File: src/common/tsrc_pkg.sv
// tsrc_pkg: constants, types and helpers shared by the temperature result/config logic
package tsrc_pkg;

	// ------------------------------------------------------------
	// register pointers and reset values
	// ------------------------------------------------------------
	localparam logic [7:0]  TSRC_PTR_RESULT   = 8'h00;   // result word
	localparam logic [7:0]  TSRC_PTR_CONFIG   = 8'h01;   // configuration word
	localparam logic [15:0] TSRC_RESULT_RESET = 16'h8000; // minus 256 degrees
	localparam logic [15:0] TSRC_CONFIG_RESET = 16'h0220; // factory setting

	// ------------------------------------------------------------
	// configuration field positions
	// ------------------------------------------------------------
	localparam int TSRC_BIT_OVER   = 15; // over-limit flag
	localparam int TSRC_BIT_UNDER  = 14; // under-limit flag
	localparam int TSRC_BIT_FRESH  = 13; // result-fresh flag
	localparam int TSRC_BIT_BUSY   = 12; // nonvolatile busy
	localparam int TSRC_CFG_HI     = 11; // top of writable field
	localparam int TSRC_CFG_LO     = 2;  // bottom of writable field

	// ------------------------------------------------------------
	// conversion mode codes
	// ------------------------------------------------------------
	localparam logic [1:0] TSRC_MODE_CONT  = 2'h0; // continuous
	localparam logic [1:0] TSRC_MODE_SHUT  = 2'h1; // shutdown
	localparam logic [1:0] TSRC_MODE_ALIAS = 2'h2; // acts as continuous
	localparam logic [1:0] TSRC_MODE_ONE   = 2'h3; // one-shot

	// ------------------------------------------------------------
	// timing: the cycle timer counts half-millisecond ticks
	// ------------------------------------------------------------
	localparam int TSRC_CLK_PERIOD_NS = 40;     // 25 MHz reference
	localparam int TSRC_TICK_NS       = 500000; // 0.5 ms tick
	localparam int TSRC_TICK_CYCLES   = TSRC_TICK_NS / TSRC_CLK_PERIOD_NS;

	// ------------------------------------------------------------
	// types
	// ------------------------------------------------------------
	// writable configuration, packed in the order of bits 11:2
	typedef struct packed {
		logic [1:0] mode;   // conversion_mode
		logic [2:0] period; // cycle_period_select
		logic [1:0] avg;    // sample_averaging
		logic       style;  // comparator_style_select, 1 = therm
		logic       output_polarity;    // output_polarity, 1 = active high
		logic       src;    // output_source_select, 1 = fresh flag
	} tsrc_cfg_type;

	// hardware-set status flags
	typedef struct packed {
		logic over;
		logic under;
		logic fresh;
	} tsrc_flags_type;

	// conversion sequencer states
	typedef enum logic [1:0] {TSRC_IDLE, TSRC_CONVERT, TSRC_STANDBY} tsrc_state_type;

	localparam tsrc_cfg_type TSRC_CFG_RESET = TSRC_CONFIG_RESET[TSRC_CFG_HI:TSRC_CFG_LO];

	// ------------------------------------------------------------
	// helpers
	// ------------------------------------------------------------
	// averaging code to log2 of the sample count (1, 8, 32, 64)
	function automatic logic [2:0] tsrc_avg_shift(input logic [1:0] code);
		case (code)
			2'h0:    tsrc_avg_shift = 3'h0;
			2'h1:    tsrc_avg_shift = 3'h3;
			2'h2:    tsrc_avg_shift = 3'h5;
			default: tsrc_avg_shift = 3'h6;
		endcase
	endfunction

	// cycle period code to length in ticks (15.5 ms up to 16 s)
	function automatic logic [15:0] tsrc_period_ticks(input logic [2:0] code);
		case (code)
			3'h0:    tsrc_period_ticks = 16'h001f;
			3'h1:    tsrc_period_ticks = 16'h00fa;
			3'h2:    tsrc_period_ticks = 16'h01f4;
			3'h3:    tsrc_period_ticks = 16'h03e8;
			3'h4:    tsrc_period_ticks = 16'h07d0;
			3'h5:    tsrc_period_ticks = 16'h1f40;
			3'h6:    tsrc_period_ticks = 16'h3e80;
			default: tsrc_period_ticks = 16'h7d00;
		endcase
	endfunction

	// the alias of continuous mode is stored and read as continuous
	function automatic logic [1:0] tsrc_mode_norm(input logic [1:0] code);
		tsrc_mode_norm = (code == TSRC_MODE_ALIAS) ? TSRC_MODE_CONT : code;
	endfunction

endpackage

File: src/rtl/tsrc_result_config.sv
// tsrc_result_config: result and configuration registers with conversion sequencing
//
// How it works
// 16-bit read-only two's complement result
// result reads 8000 until first conversion
// threshold: over flag set, config read clears
// therm: over clears below hysteresis only
// threshold under flag; zero in therm
// fresh flag set on update, read clears
// bit 12 shows nonvolatile busy
// mode 00 cont, 01 off, 11 single
// period field picks cycle standby time
// averaging field, block average, reset 01
// bit 4 selects therm or threshold
// bit 3 sets output pin polarity
// bit 2 routes fresh or limit flags
// upper mode bit never reloaded nonvolatile
// config default 0220, bits 1:0 zero
// 1/8/32/64 samples; short period no standby
// host writes pointer; reads use it
// limits share the result format
// therm hysteresis is the low limit
// one-shot ends by returning to shutdown
`timescale 1ns/100ps
module tsrc_result_config
	import tsrc_pkg::*;
#(
	parameter int TICK_CYCLES = TSRC_TICK_CYCLES // clocks per 0.5 ms tick
)(
	input  wire logic        REF_CLK,      // 25 MHz clock
	input  wire logic        RESET,        // power-up reset
	input  wire logic        CLK_EN,       // freezes all state when low
	input  wire logic        GC_RESET,     // general-call reset
	input  wire logic        PTR_WR,       // pointer byte strobe
	input  wire logic [7:0]  PTR_DATA,     // pointer byte
	input  wire logic        WORD_WR,      // data word write strobe
	input  wire logic [15:0] WORD_WDATA,   // data word to write
	input  wire logic        WORD_RD,      // data word read strobe
	output logic      [15:0] RDATA,        // word read
	input  wire logic        NV_LOAD,      // reload from nonvolatile
	input  wire logic [15:0] NV_CONFIG,    // stored configuration
	input  wire logic        NV_BUSY,      // nonvolatile busy
	input  wire logic [15:0] HIGH_LIMIT,   // high limit word
	input  wire logic [15:0] LOW_LIMIT,    // low limit word
	output logic             SAMPLE_REQ,   // request samples
	input  wire logic        SAMPLE_VALID, // sample delivered
	input  wire logic [15:0] SAMPLE_DATA,  // signed sample
	output logic             ALERT_OUT     // threshold output pin
);

	// ------------------------------------------------------------
	// state
	// ------------------------------------------------------------
	typedef struct packed {
		tsrc_state_type state;  // sequencer
		logic [7:0]     ptr;    // register pointer
		tsrc_cfg_type   cfg;    // writable configuration
		tsrc_flags_type flags;  // hardware-set flags
		logic [15:0]    result; // result word
		logic [15:0]    rdata;  // read data
		logic           alert;  // output pin level
	} tsrc_top_state_type;

	// alert pin idle level under the reset configuration
	localparam logic TSRC_ALERT_RESET = ~TSRC_CFG_RESET.output_polarity;

	localparam tsrc_top_state_type TSRC_TOP_RESET = '{
		state: TSRC_IDLE,
		ptr: TSRC_PTR_RESULT,
		cfg: TSRC_CFG_RESET,
		flags: '0,
		result: TSRC_RESULT_RESET,
		rdata: '0,
		alert: TSRC_ALERT_RESET
	};

	tsrc_top_state_type r_reg;  // registered state
	tsrc_top_state_type r_next; // next state

	logic        any_reset;   // power-up or general call
	logic        cycle_start; // restart averager and timer
	logic        avg_done;    // block average ready
	logic [15:0] avg_value;   // block average
	logic        elapsed;     // cycle period over

	assign any_reset = RESET | GC_RESET;

	// ------------------------------------------------------------
	// averager and cycle timer
	// ------------------------------------------------------------
	tsrc_averager u_avg (
		.clk          (REF_CLK),
		.reset        (any_reset),
		.ce           (CLK_EN),
		.clear        (cycle_start),
		.sample_valid (SAMPLE_VALID && r_reg.state == TSRC_CONVERT),
		.sample_data  (SAMPLE_DATA),
		.avg_code     (r_reg.cfg.avg),
		.done         (avg_done),
		.average      (avg_value)
	);

	tsrc_cycle_timer #(
		.TICK_CYCLES (TICK_CYCLES)
	) u_tmr (
		.clk         (REF_CLK),
		.reset       (any_reset),
		.ce          (CLK_EN),
		.restart     (cycle_start),
		.period_code (r_reg.cfg.period),
		.elapsed     (elapsed)
	);

	// ------------------------------------------------------------
	// helpers
	// ------------------------------------------------------------
	// configuration word as read back
	function automatic logic [15:0] cfg_word(input tsrc_top_state_type s,
		input logic busy);
		logic [15:0] w;
		w = '0;
		w[TSRC_BIT_OVER] = s.flags.over;
		w[TSRC_BIT_UNDER] = s.flags.under & ~s.cfg.style;
		w[TSRC_BIT_FRESH] = s.flags.fresh;
		w[TSRC_BIT_BUSY] = busy;
		w[TSRC_CFG_HI:TSRC_CFG_LO] = s.cfg;
		return w;
	endfunction

	// ------------------------------------------------------------
	// next state
	// ------------------------------------------------------------
	always_comb begin
		logic rd_cfg;        // config word read
		logic rd_res;        // result word read
		logic [1:0] mode;    // effective mode
		logic src_val;       // routed flag value
		mode = TSRC_MODE_CONT;
		src_val = 1'b0;
		rd_cfg = WORD_RD && (r_reg.ptr == TSRC_PTR_CONFIG);
		rd_res = WORD_RD && (r_reg.ptr == TSRC_PTR_RESULT);
		r_next = r_reg;
		cycle_start = 1'b0;

		// pointer kept until the next pointer byte
		if (PTR_WR) begin
			r_next.ptr = PTR_DATA;
		end

		// read mux through the last pointer
		if (WORD_RD) begin
			case (r_reg.ptr)
				TSRC_PTR_RESULT: r_next.rdata = r_reg.result;
				TSRC_PTR_CONFIG: r_next.rdata = cfg_word(r_reg, NV_BUSY);
				default:         r_next.rdata = '0;
			endcase
		end

		// software write of the writable field
		if (WORD_WR && r_reg.ptr == TSRC_PTR_CONFIG) begin
			r_next.cfg = WORD_WDATA[TSRC_CFG_HI:TSRC_CFG_LO];
			r_next.cfg.mode = tsrc_mode_norm(WORD_WDATA[11:10]);
		end else if (NV_LOAD) begin
			// nonvolatile reload keeps the upper mode bit, except that a result of 10 folds to continuous 00
			r_next.cfg = NV_CONFIG[TSRC_CFG_HI:TSRC_CFG_LO];
			r_next.cfg.mode[1] = r_reg.cfg.mode[1];
			r_next.cfg.mode = tsrc_mode_norm(r_next.cfg.mode);
		end

		// read side effects; a set below in the same cycle wins
		if (rd_cfg) begin
			if (!r_reg.cfg.style) begin
				r_next.flags.over = 1'b0;
			end
			r_next.flags.under = 1'b0;
			r_next.flags.fresh = 1'b0;
		end
		if (rd_res) begin
			r_next.flags.fresh = 1'b0;
		end

		// conversion sequencer
		mode = r_next.cfg.mode;
		case (r_reg.state)
			TSRC_IDLE: begin
				// leave shutdown on continuous or one-shot
				if (mode != TSRC_MODE_SHUT) begin
					r_next.state = TSRC_CONVERT;
					cycle_start = 1'b1;
				end
			end
			TSRC_CONVERT: begin
				if (mode == TSRC_MODE_SHUT) begin
					r_next.state = TSRC_IDLE;
				end else if (avg_done) begin
					// result update and limit comparison
					r_next.result = avg_value;
					r_next.flags.fresh = 1'b1;
					// limits compare as signed words
					if ($signed(avg_value) > $signed(HIGH_LIMIT)) begin
						r_next.flags.over = 1'b1;
					end else if (r_reg.cfg.style
						&& $signed(avg_value) < $signed(LOW_LIMIT)) begin
						r_next.flags.over = 1'b0;
					end
					if (!r_reg.cfg.style
						&& $signed(avg_value) < $signed(LOW_LIMIT)) begin
						r_next.flags.under = 1'b1;
					end
					if (mode == TSRC_MODE_ONE) begin
						r_next.cfg.mode = TSRC_MODE_SHUT;
						r_next.state = TSRC_IDLE;
					end else begin
						r_next.state = TSRC_STANDBY;
					end
				end
			end
			TSRC_STANDBY: begin
				if (mode == TSRC_MODE_SHUT) begin
					r_next.state = TSRC_IDLE;
				end else if (elapsed || mode == TSRC_MODE_ONE) begin
					// next cycle, or an early one-shot request
					r_next.state = TSRC_CONVERT;
					cycle_start = 1'b1;
				end
			end
			default: begin
				r_next.state = TSRC_IDLE;
			end
		endcase

		// therm mode holds the under flag at zero
		if (r_next.cfg.style) begin
			r_next.flags.under = 1'b0;
		end

		// output pin routing and polarity
		src_val = r_next.cfg.src ? r_next.flags.fresh
			: (r_next.flags.over | r_next.flags.under);
		r_next.alert = r_next.cfg.output_polarity ? src_val : ~src_val;
	end

	// ------------------------------------------------------------
	// registers
	// ------------------------------------------------------------
	// synchronous reset; clock enable freezes everything
	always_ff @(posedge REF_CLK) begin
		if (any_reset) begin
			r_reg <= TSRC_TOP_RESET;
		end else if (CLK_EN) begin
			r_reg <= r_next;
		end
	end

	// ------------------------------------------------------------
	// outputs
	// ------------------------------------------------------------
	assign RDATA = r_reg.rdata;
	assign ALERT_OUT = r_reg.alert;
	assign SAMPLE_REQ = (r_reg.state == TSRC_CONVERT);

endmodule

File: src/rtl/tsrc_averager.sv
// tsrc_averager: block averager of conversion samples
`timescale 1ns/100ps
module tsrc_averager
	import tsrc_pkg::*;
(
	input  wire logic        clk,          // reference clock
	input  wire logic        reset,        // synchronous reset
	input  wire logic        ce,           // clock enable
	input  wire logic        clear,        // restart a block
	input  wire logic        sample_valid, // one sample taken
	input  wire logic [15:0] sample_data,  // signed sample
	input  wire logic [1:0]  avg_code,     // averaging select
	output logic             done,         // one-cycle block end
	output logic      [15:0] average       // block mean
);

	// ------------------------------------------------------------
	// state
	// ------------------------------------------------------------
	typedef struct packed {
		logic signed [21:0] acc;   // running sum of the block
		logic        [6:0]  count; // samples so far
		logic               done;  // block end pulse
		logic        [15:0] avg;   // last mean
	} tsrc_avg_state_type;

	tsrc_avg_state_type r_reg;  // registered state
	tsrc_avg_state_type r_next; // next state

	// accumulate, then divide by shifting when the block is full
	always_comb begin
		logic signed [21:0] sum;
		logic        [2:0]  shift;
		sum = r_reg.acc + 22'(signed'(sample_data));
		shift = tsrc_avg_shift(avg_code);
		r_next = r_reg;
		r_next.done = 1'b0;
		if (clear) begin
			r_next.acc = '0;
			r_next.count = '0;
		end else if (sample_valid) begin
			if (r_reg.count + 7'h01 >= (7'h01 << shift)) begin
				r_next.avg = 16'(sum >>> shift);
				r_next.done = 1'b1;
				r_next.acc = '0;
				r_next.count = '0;
			end else begin
				r_next.acc = sum;
				r_next.count = r_reg.count + 7'h01;
			end
		end
	end

	// register the state; reset and enable
	always_ff @(posedge clk) begin
		if (reset) begin
			r_reg <= '{acc: '0, count: '0, done: 1'b0, avg: TSRC_RESULT_RESET};
		end else if (ce) begin
			r_reg <= r_next;
		end
	end

	assign done = r_reg.done;
	assign average = r_reg.avg;

endmodule

File: src/rtl/tsrc_cycle_timer.sv
// tsrc_cycle_timer: measures time since the start of a conversion cycle
`timescale 1ns/100ps
module tsrc_cycle_timer
	import tsrc_pkg::*;
#(
	parameter int TICK_CYCLES = TSRC_TICK_CYCLES // clocks per 0.5 ms
)(
	input  wire logic       clk,         // reference clock
	input  wire logic       reset,       // synchronous reset
	input  wire logic       ce,          // clock enable
	input  wire logic       restart,     // cycle starts now
	input  wire logic [2:0] period_code, // cycle period select
	output logic            elapsed      // period has passed
);

	// ------------------------------------------------------------
	// state
	// ------------------------------------------------------------
	typedef struct packed {
		logic [15:0] pre;   // clocks within a tick
		logic [15:0] ticks; // ticks since restart
	} tsrc_tmr_state_type;

	tsrc_tmr_state_type r_reg;  // registered state
	tsrc_tmr_state_type r_next; // next state

	// prescaler and saturating tick count
	always_comb begin
		r_next = r_reg;
		if (restart) begin
			r_next = '0;
		end else if (r_reg.pre >= 16'(TICK_CYCLES - 1)) begin
			r_next.pre = '0;
			if (r_reg.ticks != 16'hffff) begin
				r_next.ticks = r_reg.ticks + 16'h0001;
			end
		end else begin
			r_next.pre = r_reg.pre + 16'h0001;
		end
	end

	// register the state
	always_ff @(posedge clk) begin
		if (reset) begin
			r_reg <= '0;
		end else if (ce) begin
			r_reg <= r_next;
		end
	end

	// standby ends when the period is over; a period shorter than
	// the active time has already passed when the block ends
	assign elapsed = (r_reg.ticks >= tsrc_period_ticks(period_code));

endmodule

File: config.mk
export PLATFORM = sky130hd
export DESIGN_NAME = tsrc_result_config
export DESIGN_NICKNAME = d
export VERILOG_FILES = /design/src/common/tsrc_pkg.sv /design/src/rtl/tsrc_result_config.sv /design/src/rtl/tsrc_averager.sv /design/src/rtl/tsrc_cycle_timer.sv
export SDC_FILE = /design/constraint.sdc
export NUM_CORES = 1
export LEC_CHECK = 0
export ABC_AREA = 0
export ABC_CLOCK_PERIOD_IN_PS = 9800
export BUFFER_PORTS_ARGS = -buffer_cell sky130_fd_sc_hd__buf_2
export CORE_MARGIN = 5
export CORE_UTILIZATION = 60
export CTS_CLUSTER_DIAMETER = 150
export CTS_CLUSTER_SIZE = 24
export DETAILED_ROUTE_END_ITERATION = 8
export PLACE_DENSITY = 0.83
export SETUP_SLACK_MARGIN = 0.2
export SLEW_MARGIN = 20
export SYNTH_ARGS = -nofsm -noshare
export SYNTH_HDL_FRONTEND = slang
export SYNTH_SLANG_ARGS = --single-unit
File: constraint.sdc
create_clock -name REF_CLK -period 9.8 [get_ports REF_CLK]
set_input_delay 1.47 -clock REF_CLK [delete_from_list [all_inputs] [get_ports REF_CLK]]
set_output_delay 1.47 -clock REF_CLK [all_outputs]
set_load 0.1 [all_outputs]
======== Yosys cells after proc, flatten, opt, wreduce, memory -nomap -nowiden ========
Cells that the tools add are included.
storage, ports and cells
  bits in registers ....................... 134
cells by class
  add/sub/neg operators ................... 4
  order comparisons ....................... 5
  equality and inequality tests ........... 20
  shift-type cells ........................ 2
  mux-type cells .......................... 43
  bitwise logic cells ..................... 7
  reduce and logical (&&, ||, !) cells .... 24
operators with widths
  operator                                               count
  case mux 15 bit (7 select lines)                       1
  two-way mux 29 bit                                     2
  two-way mux 19 bit                                     3
  two-way mux 16 bit                                     3
  two-way mux 46 bit                                     1
  two-way mux 17 bit                                     2
  adder 16 x 1 -> 16 bit, second input constant          2
  two-way mux 32 bit                                     1
  case mux 16 bit (2 select lines)                       1
  two-way mux 2 bit                                      12
  adder 22 x 16 -> 22 bit                                1
  >>> shifter 22 x 3 -> 16 bit                           1
  two-way mux 10 bit                                     2
  >= comparator 16 x 14 -> 1 bit, second input constant  1
  >= comparator 16 x 15 -> 1 bit                         1
  > comparator 16 bit                                    1
  < comparator 16 bit                                    1
  inequality test 16 bit, second input constant          1
  AND reduction 4 bit                                    3
  two-way mux 1 bit                                      11
  equality test 2 bit, second input constant             5
  equality test 3 bit, second input constant             3
  case mux 3 bit (3 select lines)                        1
  equality test 8 x 1 -> 1 bit, second input constant    1
  other kinds (25)                                       44

======== Logic depth before layout (Yosys ltp) ========
  depth in word-level cells ............... 13
  mapped depth ............................ 16
  gate-level depth less buffers ........... 13

======== Modules after synthesis ========
From an unflattened synthesis, not the netlist that was laid out.
unflattened totals
  cell total of the unflattened synthesis .. 1192
  area total of the unflattened synthesis .. 9485.3 µm²
by module, submodules not included
  module              instances  cells each  area an instance (µm²)
  tsrc_averager       1          510         4077.7
  tsrc_result_config  1          436         3419.5
  tsrc_cycle_timer    1          246         1988.2

======== Worst setup path before layout ========
No wires, ideal clock.
  path type ............................... input -> register
  start ................................... in SAMPLE_DATA[0]
  end ..................................... reg u_avg.r_reg, in the netlist u_avg.average[7]
  data arrival time ....................... 3.867 ns
  data required time ...................... 9.683 ns
  slack ................................... 5.815 ns
  stages on the path ...................... 12
  buffers on the path ..................... 0
  cells stage by stage .................... ha_1 > inv_1 > fa_1 > nand2b_1 > a21oi_1 > a41oi_1 > o21ai_1 > xor2_1 > mux4_2 > nor2_1 > nor2_1 > a32o_1
between the ends
  word-level cells in the longest chain between the ends .. 2
RTL lines
  what                          line                      source
  start: declaration            tsrc_result_config.sv:47  input wire logic [15:0] SAMPLE_DATA,
  adder 22 x 16 -> 22 bit       tsrc_averager.sv:34       sum = r_reg.acc + 22'(signed'(sample_data));
  >>> shifter 22 x 3 -> 16 bit  tsrc_averager.sv:43       r_next.avg = 16'(sum >>> shift);
  end signal: assignment        tsrc_averager.sv:57       r_reg <= '{acc: '0, count: '0, done: 1'b0, avg: TSRC_RESULT_RESET};
  end signal: assignment        tsrc_averager.sv:59       r_reg <= r_next;
  end: declaration              tsrc_averager.sv:27       tsrc_avg_state_type r_reg;
No other way between the ends.
A chain may end at the register's enable or synchronous reset.

======== Final worst setup path ========
Same ends and word-level chain as after synthesis.

==> results.md <==
- Outcome: finished clean
- Max_slew headroom: 27.2%
- Hold Path Origin: RDATA[12]
- Minimum clock period: 4210 ps
- TritonRoute pass-1 iters: 5
- CTS tree: built
- Top_reg_cell synth: dfxtp_1
- Port bufs: a little over 100
- Routability cong.: 0.944
- Clock latency on the worst-skew pair: 420 ps
- Critical Path AT: 4510 ps
- Post-CTS Setup Repair Bufs: 0
- DP HPWL: 18.2 mm
- Pin count of the biggest net entering global routing: 93
- Number of flip-flops in the largest register: 39
- CP delay by family, top: compound AO/OA/AOI/OAI gates
- Post-synthesis async set-or-reset flop share: 0%
- Share of cells above drive strength 1: 14.1%
- Pwr dens: 136 nW/um^2
- Routed Antenna Nets: 0
- Yosys warning total: 0
- Hold Buf Count CTS: 0
- Clk buf depth: 2
- Worst Skew: approximately 6.1 ps
- Worst Setup End Kind: flop
- Die Span X: 134 um
- F_max: 238 MHz
- Leak Pwr: 4.36 nW
- Count of final setup violators: 0
- Worst R2R End: u_avg.average[13]
- Max Cap Viol: 0
- Final WL: 25.7 mm
- Tot Pwr: 1.40 mW
- Total GRT Usage: between 20% and 30%
- Yosys top cell area share: 29.1%
- CTS resizes: 0
- Cell mode on critical path: nor2_1
- Synthesized cell area: 9210 um^2
- Core Footprint: 15100 um^2
- Clock-pin slew on the worst setup and hold paths: 60 ps
- DP Cell Count: 1402
- Critical path buffers and inverters: 2
- Hold WC Path Type: reg2reg
- Post-Syn Nets: 1365
- Num CTS Buffers: 17
- Row count: 45
- Worst slew pin tran: 1090 ps
- Grt total ovfl: 0
- Unrepaired setup endpoints after global routing: no
- Max incr delay on CP: 520 ps
- NumNets Final: ~1400
- DRC: 0
- Reg2reg path depth: 13
- Vias in the first global route: 8365
- Max-slew violation count: 0
- I/O pin total: 116
- Peak supply drop: 140 uV
- Initial Util: 60.8%
- Top post-synthesis cells by area: dfxtp_1 29%, ha_1 11%, a21oi_1 7.0%, nand2_1 6.3%, nor2_1 4.0%
- Wire per inst: 17.9 um
- Final period utilization: 42.9%
- Post-synth EDFFs: 0
- Hold EP: RDATA[12]
- Final hold viol count: 0
- Cell variety after synth: 70
- Syn avg cell area: 7.77 um^2
- Die height: ~130 um
- Cells along the critical path: buf_2, ha_1, inv_1, fa_1, nand2b_1, a21oi_1, a41oi_1, o21ai_1, xor2_1, mux4_2, nor2_1, nor2_1, a32o_1
- Diodes inserted: 0
- Hold depth: 2
- CP Launch Point: SAMPLE_DATA[0]
- Register area share after synthesis: 29.1%
- Routed vias/inst: 6.27
- Via Count: ~9000
- Area leader, netlist: dfxtp_1
- Area Growth Syn to Fin: 11.6%
- Die area: 17900 um^2
- H-tree levels: 4
- Crit path launch type: input port
- # clock sinks: 134
- Yosys reg bits: approximately 130
- Worst R2R Start: r_reg[39]
- Post-route setup TNS: 0 ps
- First-pass GRT wire length: 41.3 mm
- CTS Root Buffer Type: clkbuf_16
- Filler Cell Count: 1234
- Worst-path maximum fanout: 6
- Post-Layout Cell Count: 1434
- Slowest cell on the critical path: mux4_2
- Cells after synthesis: 1185
- WP data required: 10110 ps
- Initial antenna violation count: 0
- WS Path Type: in2reg
- Reg-to-reg slack, setup: roughly 5700 ps
- Initial drt markers: 954
[worst max-delay path by stage]
stage	to	slack, ps	depth (start not counted)
after floorplan	u_avg.average[7]	5820	12
after global routing	u_avg.average[11]	5330	12
after detailed placement	u_avg.average[11]	5230	12
after CTS	u_avg.average[13]	5440	13
final	u_avg.average[7]	5590	13
after global placement	u_avg.average[11]	5220	12
[layout make-up]
| type | count | area (um^2) | share of cell area [%] |
|---|---|---|---|
| well taps | 188 | 235 | 2.29 |
| multi-input cells | 912 | 5940 | 57.8 |
| clock buffers | 26 | 509 | 4.96 |
| inverters | 57 | 214 | 2.08 |
| clock inverters | 6 | 113 | 1.10 |
| repair buffers | 111 | 578 | 5.63 |
| flip-flops and latches | 134 | 2680 | 26.1 |
[cell usage in the layout (no fill, tap or decap), drive strengths merged, types with 4 or more instances in the layout]
master   instances
a221oi           5
a21o            18
mux2            15
nand2b           6
nand4           36
a211oi          19
or3             13
buf            111
nor4             4
and3            19
nand2          154
or4              4
nor2b            7
ha              81
a31oi            9
mux4             7
and2             6
nand3b           6
or2              4
and4             4
dfxtp          134
mux2i           20
o31ai            4
o21a             8
o211ai           8
clkbuf          26
nor3            12
xor2            24
inv             58
o2bb2ai          5
a211o            7
o21ai           58
xnor2           19
nor2            99
a2111oi          4
nand3           55
a21oi          129
a21boi           4
[routing by layer]
| metal | wire length, um | vias up | track usage [%] |
|---|---|---|---|
| met5 | 0 | - | 0 |
| met4 | 836 | 0 | 10.9 |
| met3 | 1650 | 66 | 4.35 |
| met2 | 12300 | 360 | 46.7 |
| met1 | 11000 | 4212 | 36.5 |
| li1 | - | 4349 | - |
[worst reg2reg max path, cell delays in order, from the launching register on]
cell	delay, ps
dfxtp_1	450
inv_1	160
ha_1	250
nor2_1	720
nand2_1	190
ha_1	320
a21boi_0	180
o21a_1	130
o21ai_0	70
o2bb2ai_1	170
nor2_2	620
nand2_1	220
a2111oi_0	400
nand2b_1	170
[through the flow]
stage	hold WS [ps]	util (%)	setup slack, ps	cell area [um^2]
after floorplan	431	-	5820	9210
after global placement	438	63.7	5220	9650
after detailed placement	445	63.7	5230	9650
after CTS	453	67.8	5440	10300
after global routing	471	67.8	5330	10300
final	451	67.8	5590	10300
[Yosys cell counts, types with 8 or more instances]
library cell and instances:
o21a_1 8, or3_1 13, o211ai_1 8, nand4_1 36, a211oi_1 19, mux2i_1 20
and3_1 19, nor2_1 98, a21o_1 18, xnor2_1 19, o21ai_0 57, nor3_1 11
buf_4 17, nand3_1 54, dfxtp_1 134, a31oi_1 9, ha_1 81, mux2_2 15
xor2_1 24, inv_1 57, clkbuf_1 56, a21oi_1 129, nand2_1 154
[power breakdown]
part           leakage (nW)  internal [mW]  switching (mW)
Sequential             1.08          0.548         0.00422
Clock                 0.305          0.435           0.242
Combinational          2.97         0.0619           0.107
[cell families after synthesis]
kind of cell / share of synthesized area (%)
AO/OA/AOI/OAI: 20.8
XOR/XNOR: 4.09
adder cells (fa/ha/maj): 11.2
buffers and inverters: 6.41
flip-flops: 29.1
multiplexers: 5.72
AND/OR/NAND/NOR: 22.6
(Power assumes the default switching activity.)
